### src/pkg/rfid_status_pkg.sv
// Constants shared by the status and test register group of the reader front end.
// Assumes a 100 MHz core clock and a host register port with 5-bit addresses.
package rfid_status_pkg;

  // Register port geometry
  localparam int ADDR_W     = 5;
  localparam int DATA_W     = 8;
  localparam int STRENGTH_W = 3;

  // Register offsets
  localparam logic [ADDR_W-1:0] CLASH_OFF    = 5'h0E;
  localparam logic [ADDR_W-1:0] STRENGTH_OFF = 5'h0F;
  localparam logic [ADDR_W-1:0] TEST_OFF     = 5'h1A;

  // Values after reset or chip disable
  localparam logic [DATA_W-1:0]     CLASH_RST    = 8'h00;
  localparam logic [DATA_W-1:0]     TEST_RST     = 8'h00;
  localparam logic [DATA_W-1:0]     RDATA_RST    = 8'h00;
  localparam logic [STRENGTH_W-1:0] STRENGTH_RST = 3'h0;

  // Test register fields
  localparam int DEC_IN_BIT    = 7;
  localparam int SUB_OUT_BIT   = 6;
  localparam int DIRECT_BIT    = 5;
  localparam int STAGE_SEL_BIT = 4;
  localparam int GAIN2_BIT     = 3;
  localparam int GAIN1_BIT     = 2;
  localparam int FOLLOW_BIT    = 1;
  localparam int AGC_TEST_BIT  = 0;

  // Strength status fields
  localparam int UNUSED_BIT = 7;
  localparam int OSC_OK_BIT = 6;
  localparam int AUX_LSB    = 3;
  localparam int MAIN_LSB   = 0;

  // Strength step size, one code step per increment
  localparam int STRENGTH_STEP_DB = 4;

  // Oscillator settle time
  localparam int CLK_MHZ        = 100;
  localparam int OSC_STABLE_US  = 200;
  localparam int OSC_STABLE_CYC = OSC_STABLE_US * CLK_MHZ;
  localparam int OSC_CNT_W      = 16;

endpackage : rfid_status_pkg

### src/hw/pin_sync3.sv
// Three-stage synchroniser for a pin input with agreement filter.
// Assumes the pin is asynchronous to clk; output changes once stages two and three agree.
`timescale 1ns/1ns
module pin_sync3 (
  input  wire logic clk,
  input  wire logic srst,
  input  wire logic pin_in,
  output logic      level_r
);

  typedef struct packed {
    logic s1;
    logic s2;
    logic s3;
    logic q;
  } sync_state_t;

  sync_state_t st_r;
  sync_state_t st_nxt;

  // Shift chain; first stage feeds only the second
  always_comb begin
    st_nxt    = st_r;
    st_nxt.s1 = pin_in;
    st_nxt.s2 = st_r.s1;
    st_nxt.s3 = st_r.s2;
    if (st_r.s2 == st_r.s3) begin
      st_nxt.q = st_r.s3;
    end
  end

  always_ff @(posedge clk) begin
    if (srst) begin
      st_r <= '0;
    end else begin
      st_r <= st_nxt;
    end
  end

  assign level_r = st_r.q;

endmodule : pin_sync3

### src/hw/rfid_status_test_regs.sv
// Status and test register group: clash position, signal strength, analog test control.
// Assumes a host register port on clk, framing events and strength codes on clk,
// and asynchronous pins for chip enable, oscillator running and on-off keying.
`timescale 1ns/1ns

// Behaviour
// Position register zero at reset, clears after read
// Position holds low eight bits of position
// Non type A: position of frame errors
// Strength valid from receive start to transmit
// Strength latches peak of demodulated envelope
// Latched strength cleared at next transmit
// Strength is 3-bit code, 4 dB steps
// Main in bits 2:0, auxiliary 5:3
// Auxiliary measures secondary input unless swapped
// Bit 6 flags oscillator stable after 200us
// Test register zero at reset or disable
// Test bit 7: keying pin feeds decoder
// Test bit 6: modulation pin outputs subcarrier
// Test bit 5: direct keying plus receiver reset
// Test bit 4 selects receiver stage
// Test bits 3,2 cut stage gain
// Test bit 0: gain level on main bits
// Test bit 1 enables input follower test
// Unused status bit zero, writes ignored
module rfid_status_test_regs #(
  parameter int OSC_STABLE_CYCLES = rfid_status_pkg::OSC_STABLE_CYC
) (
  input  wire logic                                 clk,
  input  wire logic                                 srst,
  input  wire logic                                 chip_enable_pin,
  input  wire logic [rfid_status_pkg::ADDR_W-1:0]   reg_addr,
  input  wire logic                                 reg_wr_en,
  input  wire logic [rfid_status_pkg::DATA_W-1:0]   reg_wdata,
  input  wire logic                                 reg_rd_en,
  output logic      [rfid_status_pkg::DATA_W-1:0]   reg_rdata_r,
  input  wire logic                                 type_a_mode,
  input  wire logic                                 collision_valid,
  input  wire logic                                 error_valid,
  input  wire logic [rfid_status_pkg::DATA_W-1:0]   bit_position,
  input  wire logic                                 tx_start,
  input  wire logic                                 rx_start,
  input  wire logic [rfid_status_pkg::STRENGTH_W-1:0] primary_receive_input,
  input  wire logic [rfid_status_pkg::STRENGTH_W-1:0] secondary_receive_input,
  input  wire logic                                 swap_inputs,
  input  wire logic [rfid_status_pkg::STRENGTH_W-1:0] agc_level,
  input  wire logic                                 osc_running_pin,
  input  wire logic                                 onoff_keying_pin,
  input  wire logic                                 rx_subcarrier,
  input  wire logic                                 tx_modulation,
  output logic                                      keying_control_pin,
  output logic                                      decoder_data,
  output logic                                      decoder_digital_input_select,
  output logic                                      subcarrier_output_select,
  output logic                                      direct_keying_select,
  output logic                                      receiver_reset,
  output logic                                      stage_select,
  output logic                                      second_stage_gain_cut,
  output logic                                      first_stage_gain_cut,
  output logic                                      follower_test,
  output logic                                      gain_loop_test
);

  typedef struct packed {
    logic [rfid_status_pkg::DATA_W-1:0]    clash;
    logic [rfid_status_pkg::DATA_W-1:0]    test;
    logic [rfid_status_pkg::DATA_W-1:0]    rdata;
    logic                                  rx_active;
    logic [rfid_status_pkg::OSC_CNT_W-1:0] osc_cnt;
    logic                                  osc_ok;
    logic                                  keying_pin;
    logic                                  dec_data;
  } regs_state_t;

  localparam regs_state_t ST_RST = '{
    clash:      rfid_status_pkg::CLASH_RST,
    test:       rfid_status_pkg::TEST_RST,
    rdata:      rfid_status_pkg::RDATA_RST,
    rx_active:  1'b0,
    osc_cnt:    '0,
    osc_ok:     1'b0,
    keying_pin: 1'b0,
    dec_data:   1'b0
  };

  localparam logic [rfid_status_pkg::OSC_CNT_W-1:0] OSC_LIMIT =
    rfid_status_pkg::OSC_CNT_W'(OSC_STABLE_CYCLES);

  regs_state_t st_r;
  regs_state_t st_nxt;

  logic                                      en_q;
  logic                                      osc_run_q;
  logic                                      keying_in_q;
  logic                                      peak_clear;
  logic                                      clash_event;
  logic [rfid_status_pkg::STRENGTH_W-1:0]    aux_source;
  logic [rfid_status_pkg::STRENGTH_W-1:0]    main_peak_r;
  logic [rfid_status_pkg::STRENGTH_W-1:0]    aux_peak_r;
  logic [rfid_status_pkg::STRENGTH_W-1:0]    main_field;
  logic [rfid_status_pkg::DATA_W-1:0]        status_word;

  // Pin inputs
  pin_sync3 u_en_sync (
    .clk     (clk),
    .srst    (srst),
    .pin_in  (chip_enable_pin),
    .level_r (en_q)
  );

  pin_sync3 u_osc_sync (
    .clk     (clk),
    .srst    (srst),
    .pin_in  (osc_running_pin),
    .level_r (osc_run_q)
  );

  pin_sync3 u_keying_sync (
    .clk     (clk),
    .srst    (srst),
    .pin_in  (onoff_keying_pin),
    .level_r (keying_in_q)
  );

  // Strength peaks, cleared by transmit or disable
  assign peak_clear = tx_start | ~en_q;
  assign aux_source = swap_inputs ? primary_receive_input
                                  : secondary_receive_input;

  strength_peak u_main_peak (
    .clk    (clk),
    .srst   (srst),
    .clear  (peak_clear),
    .track  (st_r.rx_active | rx_start),
    .level  (primary_receive_input),
    .peak_r (main_peak_r)
  );

  strength_peak u_aux_peak (
    .clk    (clk),
    .srst   (srst),
    .clear  (peak_clear),
    .track  (st_r.rx_active | rx_start),
    .level  (aux_source),
    .peak_r (aux_peak_r)
  );

  // Status word assembly
  assign main_field  = st_r.test[rfid_status_pkg::AGC_TEST_BIT] ? agc_level : main_peak_r;
  assign status_word = {1'b0, st_r.osc_ok, aux_peak_r, main_field};

  // Clash source depends on protocol
  assign clash_event = type_a_mode ? collision_valid : error_valid;

  always_comb begin
    st_nxt       = st_r;
    st_nxt.rdata = rfid_status_pkg::RDATA_RST;

    // Register reads, unmapped addresses read zero
    if (reg_rd_en) begin
      unique case (reg_addr)
        rfid_status_pkg::CLASH_OFF:    st_nxt.rdata = st_r.clash;
        rfid_status_pkg::STRENGTH_OFF: st_nxt.rdata = status_word;
        rfid_status_pkg::TEST_OFF:     st_nxt.rdata = st_r.test;
        default:                       st_nxt.rdata = rfid_status_pkg::RDATA_RST;
      endcase
    end

    // Clash position: read clears, new event wins
    if (reg_rd_en && (reg_addr == rfid_status_pkg::CLASH_OFF)) begin
      st_nxt.clash = rfid_status_pkg::CLASH_RST;
    end
    if (clash_event) begin
      st_nxt.clash = bit_position;
    end

    // Test register; strength register ignores writes
    if (reg_wr_en && (reg_addr == rfid_status_pkg::TEST_OFF)) begin
      st_nxt.test = reg_wdata;
    end

    // Receive window, transmit ends it
    if (rx_start) begin
      st_nxt.rx_active = 1'b1;
    end
    if (tx_start) begin
      st_nxt.rx_active = 1'b0;
    end

    // Oscillator settle counter
    if (!osc_run_q) begin
      st_nxt.osc_cnt = '0;
      st_nxt.osc_ok  = 1'b0;
    end else if (st_r.osc_cnt >= OSC_LIMIT) begin
      st_nxt.osc_ok  = 1'b1;
    end else begin
      st_nxt.osc_cnt = st_r.osc_cnt + 1'b1;
    end

    // Pin routing
    st_nxt.keying_pin = st_r.test[rfid_status_pkg::SUB_OUT_BIT] ? rx_subcarrier
                                                                : tx_modulation;
    st_nxt.dec_data   = st_r.test[rfid_status_pkg::DEC_IN_BIT] ? keying_in_q
                                                               : rx_subcarrier;

    // Chip disabled holds contents at reset value
    if (!en_q) begin
      st_nxt.clash     = rfid_status_pkg::CLASH_RST;
      st_nxt.test      = rfid_status_pkg::TEST_RST;
      st_nxt.rx_active = 1'b0;
      st_nxt.osc_cnt   = '0;
      st_nxt.osc_ok    = 1'b0;
    end
  end

  always_ff @(posedge clk) begin
    if (srst) begin
      st_r <= ST_RST;
    end else begin
      st_r <= st_nxt;
    end
  end

  // Outputs straight from flops
  assign reg_rdata_r                  = st_r.rdata;
  assign keying_control_pin           = st_r.keying_pin;
  assign decoder_data                 = st_r.dec_data;
  assign decoder_digital_input_select = st_r.test[rfid_status_pkg::DEC_IN_BIT];
  assign subcarrier_output_select     = st_r.test[rfid_status_pkg::SUB_OUT_BIT];
  assign direct_keying_select         = st_r.test[rfid_status_pkg::DIRECT_BIT];
  assign receiver_reset               = st_r.test[rfid_status_pkg::DIRECT_BIT];
  assign stage_select                 = st_r.test[rfid_status_pkg::STAGE_SEL_BIT];
  assign second_stage_gain_cut        = st_r.test[rfid_status_pkg::GAIN2_BIT];
  assign first_stage_gain_cut         = st_r.test[rfid_status_pkg::GAIN1_BIT];
  assign follower_test                = st_r.test[rfid_status_pkg::FOLLOW_BIT];
  assign gain_loop_test               = st_r.test[rfid_status_pkg::AGC_TEST_BIT];
endmodule : rfid_status_test_regs

### src/hw/strength_peak.sv
// Peak latch for one receive strength channel.
// Assumes level codes arrive on clk; clear outranks tracking.
`timescale 1ns/1ns
module strength_peak (
  input  wire logic       clk,
  input  wire logic       srst,
  input  wire logic       clear,
  input  wire logic       track,
  input  wire logic [2:0] level,
  output logic      [2:0] peak_r
);

  typedef struct packed {
    logic [2:0] peak;
  } peak_state_t;

  peak_state_t st_r;
  peak_state_t st_nxt;

  // Hold the largest code seen while track is high since the last clear
  always_comb begin
    st_nxt = st_r;
    if (clear) begin
      st_nxt.peak = rfid_status_pkg::STRENGTH_RST;
    end else if (track && (level > st_r.peak)) begin
      st_nxt.peak = level;
    end
  end

  always_ff @(posedge clk) begin
    if (srst) begin
      st_r.peak <= rfid_status_pkg::STRENGTH_RST;
    end else begin
      st_r <= st_nxt;
    end
  end

  assign peak_r = st_r.peak;

endmodule : strength_peak

### config.mk
export PLATFORM = sky130hd
export DESIGN_NAME = rfid_status_test_regs
export DESIGN_NICKNAME = d
export VERILOG_FILES = /design/src/pkg/rfid_status_pkg.sv /design/src/hw/pin_sync3.sv /design/src/hw/rfid_status_test_regs.sv /design/src/hw/strength_peak.sv
export SDC_FILE = /design/constraint.sdc
export NUM_CORES = 1
export LEC_CHECK = 0
export ABC_CLOCK_PERIOD_IN_PS = 4300
export BUFFER_PORTS_ARGS = -buffer_cell sky130_fd_sc_hd__buf_4
export CAP_MARGIN = 20
export CORE_MARGIN = 2
export CORE_UTILIZATION = 35
export CTS_CLUSTER_DIAMETER = 100
export CTS_CLUSTER_SIZE = 40
export DETAILED_ROUTE_END_ITERATION = 16
export PLACE_DENSITY = 0.62
export SYNTH_ARGS = -nofsm -noshare
export SYNTH_HDL_FRONTEND = slang
export SYNTH_SLANG_ARGS = --single-unit
### constraint.sdc
create_clock -name clk -period 4.3 [get_ports clk]
set_input_delay 0.215 -clock clk [delete_from_list [all_inputs] [get_ports clk]]
set_output_delay 0.215 -clock clk [all_outputs]
set_load 0.005 [all_outputs]
==> results_dict.tcl, run 1 <==
set metrics [dict create \
    die_x_um 93.1 \
    p_sw_uw 253 \
    drive_above_1_share_pct 26.5 \
    synth_top_area_share_pct 44.6 \
    clk_pin_slew_ps 70 \
    cap_violations 0 \
    reg2reg_to "st_r[14]" \
    outcome "finished, final reports clean" \
    die_height_um 93.1 \
    ys_top_cells_by_area "dfxtp_1, nor2_1, nand2_1" \
    dr.pass1.iters 4 \
    netlist_top_cells_count "dfxtp_1, nor2_1, nand2_1" \
    fp-row-count 32 \
    detailedPlacementHpwl_um 4670 \
    worstHoldStart "chip_enable_pin" \
    synth_seq_area_share_pct 44.6 \
    cts_inserted_buffers 9 \
    pwr-share-clk_pct 44.1 \
    ios 64 \
    drv_slew 0 \
    port_buffers 63 \
    grtUsageTotal_pct 15.0 \
    wirelength_um 6200 \
    r2r_cells 5 \
    area_growth_pct 24.4 \
    power_density_nw_per_um2 339 \
    period_share_pct 46.2 \
    root_buffer "clkbuf_8" \
    grt-ovfl-total 0 \
    cts_hold_buf 0 \
    grt.met2_usage_pct 21.2 \
    wl_per_cell_um 13.4 \
    ys.warnings.count 0 \
    vdd_drop_max_v 0.000148 \
    gp_congestion 0.848 \
    dieArea_sq_um 8670 \
    ant_nets 0 \
    cts_max_level 3 \
    finalCriticalPeriod_ps 1990 \
    fillers 765 \
    dpl_worst_slack_ps 2300 \
    drc_errors 0 \
    yosysTopAreaCell "dfxtp_1" \
    grt_pass1_wl_um 10000 \
    p_seq_share_pct 49.5 \
    async_flop_share_pct 0 \
    grt_max_degree 19 \
    drt_iter0_drc 78 \
    diodes 0 \
    synth_cells 302 \
    criticalPathCategory "flip-flop to flip-flop" \
    cts_tree "built" \
    cp-end-kind "flip-flop" \
    r2r_start "st_r[11]" \
    holdPathEnd "u_en_sync.st_nxt[2]" \
    met3_usage_pct 3.46 \
    met1_usage_pct 21.4 \
    fin_setup_tns_ps 0 \
    nets 410 \
    via_per_inst 4.84 \
    dr_total_vias 2246 \
    hold_class "input port to flip-flop" \
    finalHoldViolations 0 \
    synth-main-ff-cell "dfxtp_1" \
    grt_pass1_vias 2027 \
    reg2reg_slack_ps 2310 \
    min_path_cells 2 \
    tightest_slew_ps 897 \
    rsz0062_at_grt "no" \
    fp.coreArea_sq_um 7730 \
    power_leakage_uw 0.00124 \
    slew_headroom_pct 39.9 \
    synth.most_common_cell "dfxtp_1" \
    synth-edff-count 0 \
    start_util_pct 36.0 \
    syn-mean-instance-area_sq_um 9.21 \
    ctsResizeCount 0 \
    ys_ff_latch 62 \
    finalSetupViolCount 0 \
    insertion_delay_ps 330 \
    syn_area_sq_um 2780 \
    start_kind "flip-flop" \
    critPathMaxFanout 15 \
    yosysUniqueCellTypes 42 \
    grt_antenna_before_repair 0 \
    fin_ws_ps 2310 \
    cts_max_path_buffers 2 \
    grt.busiest_layer "met1" \
    cts_sinks 62 \
    post_cts_buffers 0 \
    arrival_ps 2210 \
    p_int_uw 918 \
    syn_nets 355 \
    power.share.combinational_pct 6.4 \
    p_sw_share_pct 21.6 \
    required_ps 4520 \
    fin_worst_skew_ps 8.44 \
    max_freq_mhz 504 \
]
state kept, by name, indices dropped and copies added (netlist names), 2 cells and up:
register and cells:
u_keying_sync.st_nxt 2, st_r 26, u_osc_sync.st_nxt 2, reg_rdata_r 8, u_aux_peak.peak_r 3, u_en_sync.st_nxt 2, u_main_peak.peak_r 3
metrics by stage:
step | util (%) | instance area, sq um | power (uW) | hold WS, ps | instances
floorplan | - | 2780 | 624 | 287 | 302
global placement | 42.2 | 3260 | 667 | 423 | 448
detailed placement | 42.2 | 3260 | 668 | 427 | 448
CTS | 44.8 | 3460 | 1180 | 83.9 | 464
global route | 44.8 | 3460 | 1210 | 77.6 | 464
finish | 44.8 | 3460 | 1170 | 94.8 | 464
area by class of cell:
type	count	area [sq um]	area share [%]
clock inverter	4	45.0	1.30
inverter	9	33.8	0.976
clock buffer	12	155	4.48
timing repair buffer	63	473	13.7
sequential	62	1240	35.9
multi-input combinational	212	1380	40.0
tap	102	128	3.69
worst max-delay path, stage by stage (launching register included):
cell,delay [ps]
dfxtp_1,430
nand4_1,200
a21oi_2,670
nor4_2,120
nand4_1,130
mux2_1,320
routing by layer:
layer  routed length (um)  vias up
li1                     -     1149
met1                 3050     1014
met3                  363       11
met4                  134        0
met5                    0        -
met2                 2650       72
worst max-delay path by stage:
| stage | startpoint | end | slack [ps] | depth (start not counted) |
|---|---|---|---|---|
| finish | st_r[11] | st_r[14] | 2310 | 5 |
| global route | st_r[11] | st_r[14] | 2170 | 5 |
| CTS | st_r[15] | st_r[14] | 2300 | 5 |
| detailed placement | reg_addr[3] | direct_keying_select | 2300 | 6 |
| global placement | reg_addr[3] | decoder_digital_input_select | 2340 | 6 |
| floorplan | swap_inputs | u_aux_peak.peak_r[1] | 2670 | 7 |
power groups by stage:
stage | Combinational (uW) | Clock, uW | Sequential, uW
2_1_floorplan | 31.5 | 0 | 593
3_3_place_gp | 73.8 | 0 | 593
3_5_place_dp | 75.3 | 0 | 593
4_1_cts | 75.4 | 527 | 580
5_1_grt | 81.9 | 552 | 580
6_report | 74.9 | 517 | 580
placed cells by master (no fill, tap or decap), types with 2 or more instances in the layout:
cell type / instances
nor3b_1: 2
nor3_2: 3
dfxtp_1: 62
o21a_1: 4
nor2_1: 34
o21ai_1: 2
a22oi_1: 4
a21oi_1: 23
nand3b_1: 2
nor4_2: 6
xnor2_1: 12
clkbuf_8: 11
a222oi_1: 4
mux2_1: 2
buf_4: 63
o21ai_0: 5
nand2_1: 32
nor3_1: 4
mux2i_1: 9
mux2_2: 3
nor4b_4: 2
clkinv_2: 3
a31oi_1: 2
or2_1: 2
ha_1: 8
nand3_1: 20
nand4_1: 3
nor2b_1: 12
inv_1: 9
cells by family after synthesis:
logic type               count (synthesis)  synth area share (%)
buffers and inverters                   28                  5.58
multiplexers                            14                  5.27
flip-flops                              62                  44.6
AO/OA/AOI/OAI                           47                  10.4
AND/OR/NAND/NOR                        131                  26.8
XOR/XNOR                                12                  3.78
adder cells (fa/ha/maj)                  8                  3.60
Power figures use the tool's default switching activity.
==> inputs of run 2 (changes only) <==
--- a/config.mk
+++ b/config.mk
@@ -5,7 +5,7 @@
 export SDC_FILE = /design/constraint.sdc
 export NUM_CORES = 1
 export LEC_CHECK = 0
-export ABC_CLOCK_PERIOD_IN_PS = 4300
+export ABC_CLOCK_PERIOD_IN_PS = 1800
 export BUFFER_PORTS_ARGS = -buffer_cell sky130_fd_sc_hd__buf_4
 export CAP_MARGIN = 20
 export CORE_MARGIN = 2
@@ -13,7 +13,7 @@
 export CTS_CLUSTER_DIAMETER = 100
 export CTS_CLUSTER_SIZE = 40
 export DETAILED_ROUTE_END_ITERATION = 16
-export PLACE_DENSITY = 0.62
+export PLACE_DENSITY = 0.64
 export SYNTH_ARGS = -nofsm -noshare
 export SYNTH_HDL_FRONTEND = slang
 export SYNTH_SLANG_ARGS = --single-unit
==> constraint.sdc (replaced) <==
create_clock -name clk -period 1.8 [get_ports clk]
set_input_delay 0.09 -clock clk [delete_from_list [all_inputs] [get_ports clk]]
set_output_delay 0.09 -clock clk [all_outputs]
set_load 0.005 [all_outputs]
==> results_dict.tcl, run 2 (synthesis gave the netlist of run 1 again) <==
set metrics [dict create \
    die_x_um 93.1 \
    hold_class "input port to flip-flop" \
    cts_max_path_buffers 2 \
    cp_slowest_stage_delay_ps 440 \
    criticalPathCategory "flip-flop to flip-flop" \
    area_growth_pct 28.1 \
    fin_setup_tns_ps 0 \
    drive_above_1_share_pct 27.4 \
    top_register "st_r" \
    critPathMaxFanout 9 \
    diodes 0 \
    cts_max_level 3 \
    path_buf_inv 1 \
    finalNonFillerCells 478 \
    clk_pin_slew_ps 70 \
    largest_reg_flops 26 \
    finalCriticalPeriod_ps 1620 \
    fp.coreArea_sq_um 7730 \
    drc_errors 0 \
    grtUsageTotal_pct 15.7 \
    cts_hold_buf 6 \
    place_inst 456 \
    cts_inserted_buffers 9 \
    insertion_delay_ps 340 \
    drt_iter0_drc 163 \
    cts_tree "built" \
    rsz0062_at_grt "no" \
    layout_commonest_cell "buf_4" \
    fin_worst_skew_ps 4.73 \
    power_leakage_uw 0.00129 \
    drv_slew 0 \
    cap_violations 0 \
    grt_pass1_wl_um 10600 \
    grt_pass1_vias 2219 \
    dr_total_vias 2333 \
    ant_nets 0 \
    gp_congestion 0.849 \
    cp-end-kind "flip-flop" \
    arrival_ps 1830 \
    vdd_drop_max_v 0.000384 \
    die_height_um 93.1 \
    worstHoldStart "bit_position[0]" \
    layout_common_cells "buf_4, dfxtp_1, nor2_1" \
    ctsResizeCount 0 \
    tightest_slew_ps 639 \
    r2r_start "st_r[12]" \
    cts_sinks 62 \
    crit_start "st_r[12]" \
    slew_headroom_pct 56.2 \
    cp_slowest_cell "dfxtp_1" \
    start_kind "flip-flop" \
    fp-row-count 32 \
    grt-ovfl-total 0 \
    via_per_inst 4.88 \
    wl_per_cell_um 13.6 \
    root_buffer "clkbuf_8" \
    finalHoldViolations 0 \
    dieArea_sq_um 8670 \
    start_util_pct 36.0 \
    required_ps 2010 \
    post_cts_buffers 0 \
    power_density_nw_per_um2 769 \
    critPathTopFamily "flip-flops" \
    nets 424 \
    max_freq_mhz 617 \
    finalSetupViolCount 0 \
    period_share_pct 90.0 \
    outcome "finished, final reports clean" \
    grt_max_degree 18 \
    wirelength_um 6480 \
    port_buffers 63 \
    detailedPlacementHpwl_um 4910 \
    crit_chain "nand4_1 -> a21oi_2 -> buf_4 -> nor4b_1 -> xnor2_1 -> nor2_1" \
    grt_antenna_before_repair 0 \
    dr.pass1.iters 5 \
    ios 64 \
]
run 2: cell types whose count changed in the layout (fill, tap and decap cells not counted):
cell and delta:
dlygate4sd3_1 +6, clkbuf_8 -2, buf_4 +8, clkinv_2 +1
clkbuf_1 +1
run 2: final cells by class:
| class | count | area, sq um |
|---|---|---|
| clock buffer | 11 | 131 |
| clock inverter | 5 | 50.0 |
| fill | 756 | 4170 |
| inverter | 9 | 33.8 |
| multi-input combinational | 212 | 1380 |
| sequential | 62 | 1240 |
| tap | 102 | 128 |
| timing repair buffer | 77 | 593 |
run 2: worst min-delay path, delay by kind of cell:
kind                   cells  cell delay [ps]
buffers and inverters      1              110
and+or+nand+nor            1               50
AOI/OAI and AO/OA          1               50
run 2: where the power goes:
group	switching [uW]	internal (uW)	leakage, uW
clock network	531	631	0.0000968
registers	3.52	1380	0.000501
logic	77.6	112	0.000696
run 2: stage by stage:
stage                     hold WS (ps)  power [uW]  utilization, %  worst slack, ps  area (sq um)
final                             8.46        2740            46.1              180          3560
after global routing              3.98        2850            46.1             40.0          3560
after CTS                         1.73        2760            46.1              160          3560
after detailed placement           306        1600            43.0             93.5          3320
after global placement             300        1590            43.0              132          3320
after floorplan                    162        1490               -              274          2780
run 2: path summary, 6_finish.rpt:
check	end	slack [ps]	cells after the start
worst max-delay path	st_r[6]	180	6
worst max register to register	st_r[6]	180	6
worst min register to register	u_en_sync.st_nxt[1]	440	1
worst min-delay path	st_r[36]	8	3
run 2: routing by layer:
layer / vias to the layer above / track usage (%) / part of all wire [%]
met1: 1075 / 21.2 / 49
li1: 1181 / - / -
met5: - / 0 / 0
met4: 0 / 6.37 / 2.1
met3: 11 / 4.35 / 5.2
met2: 66 / 23.6 / 44
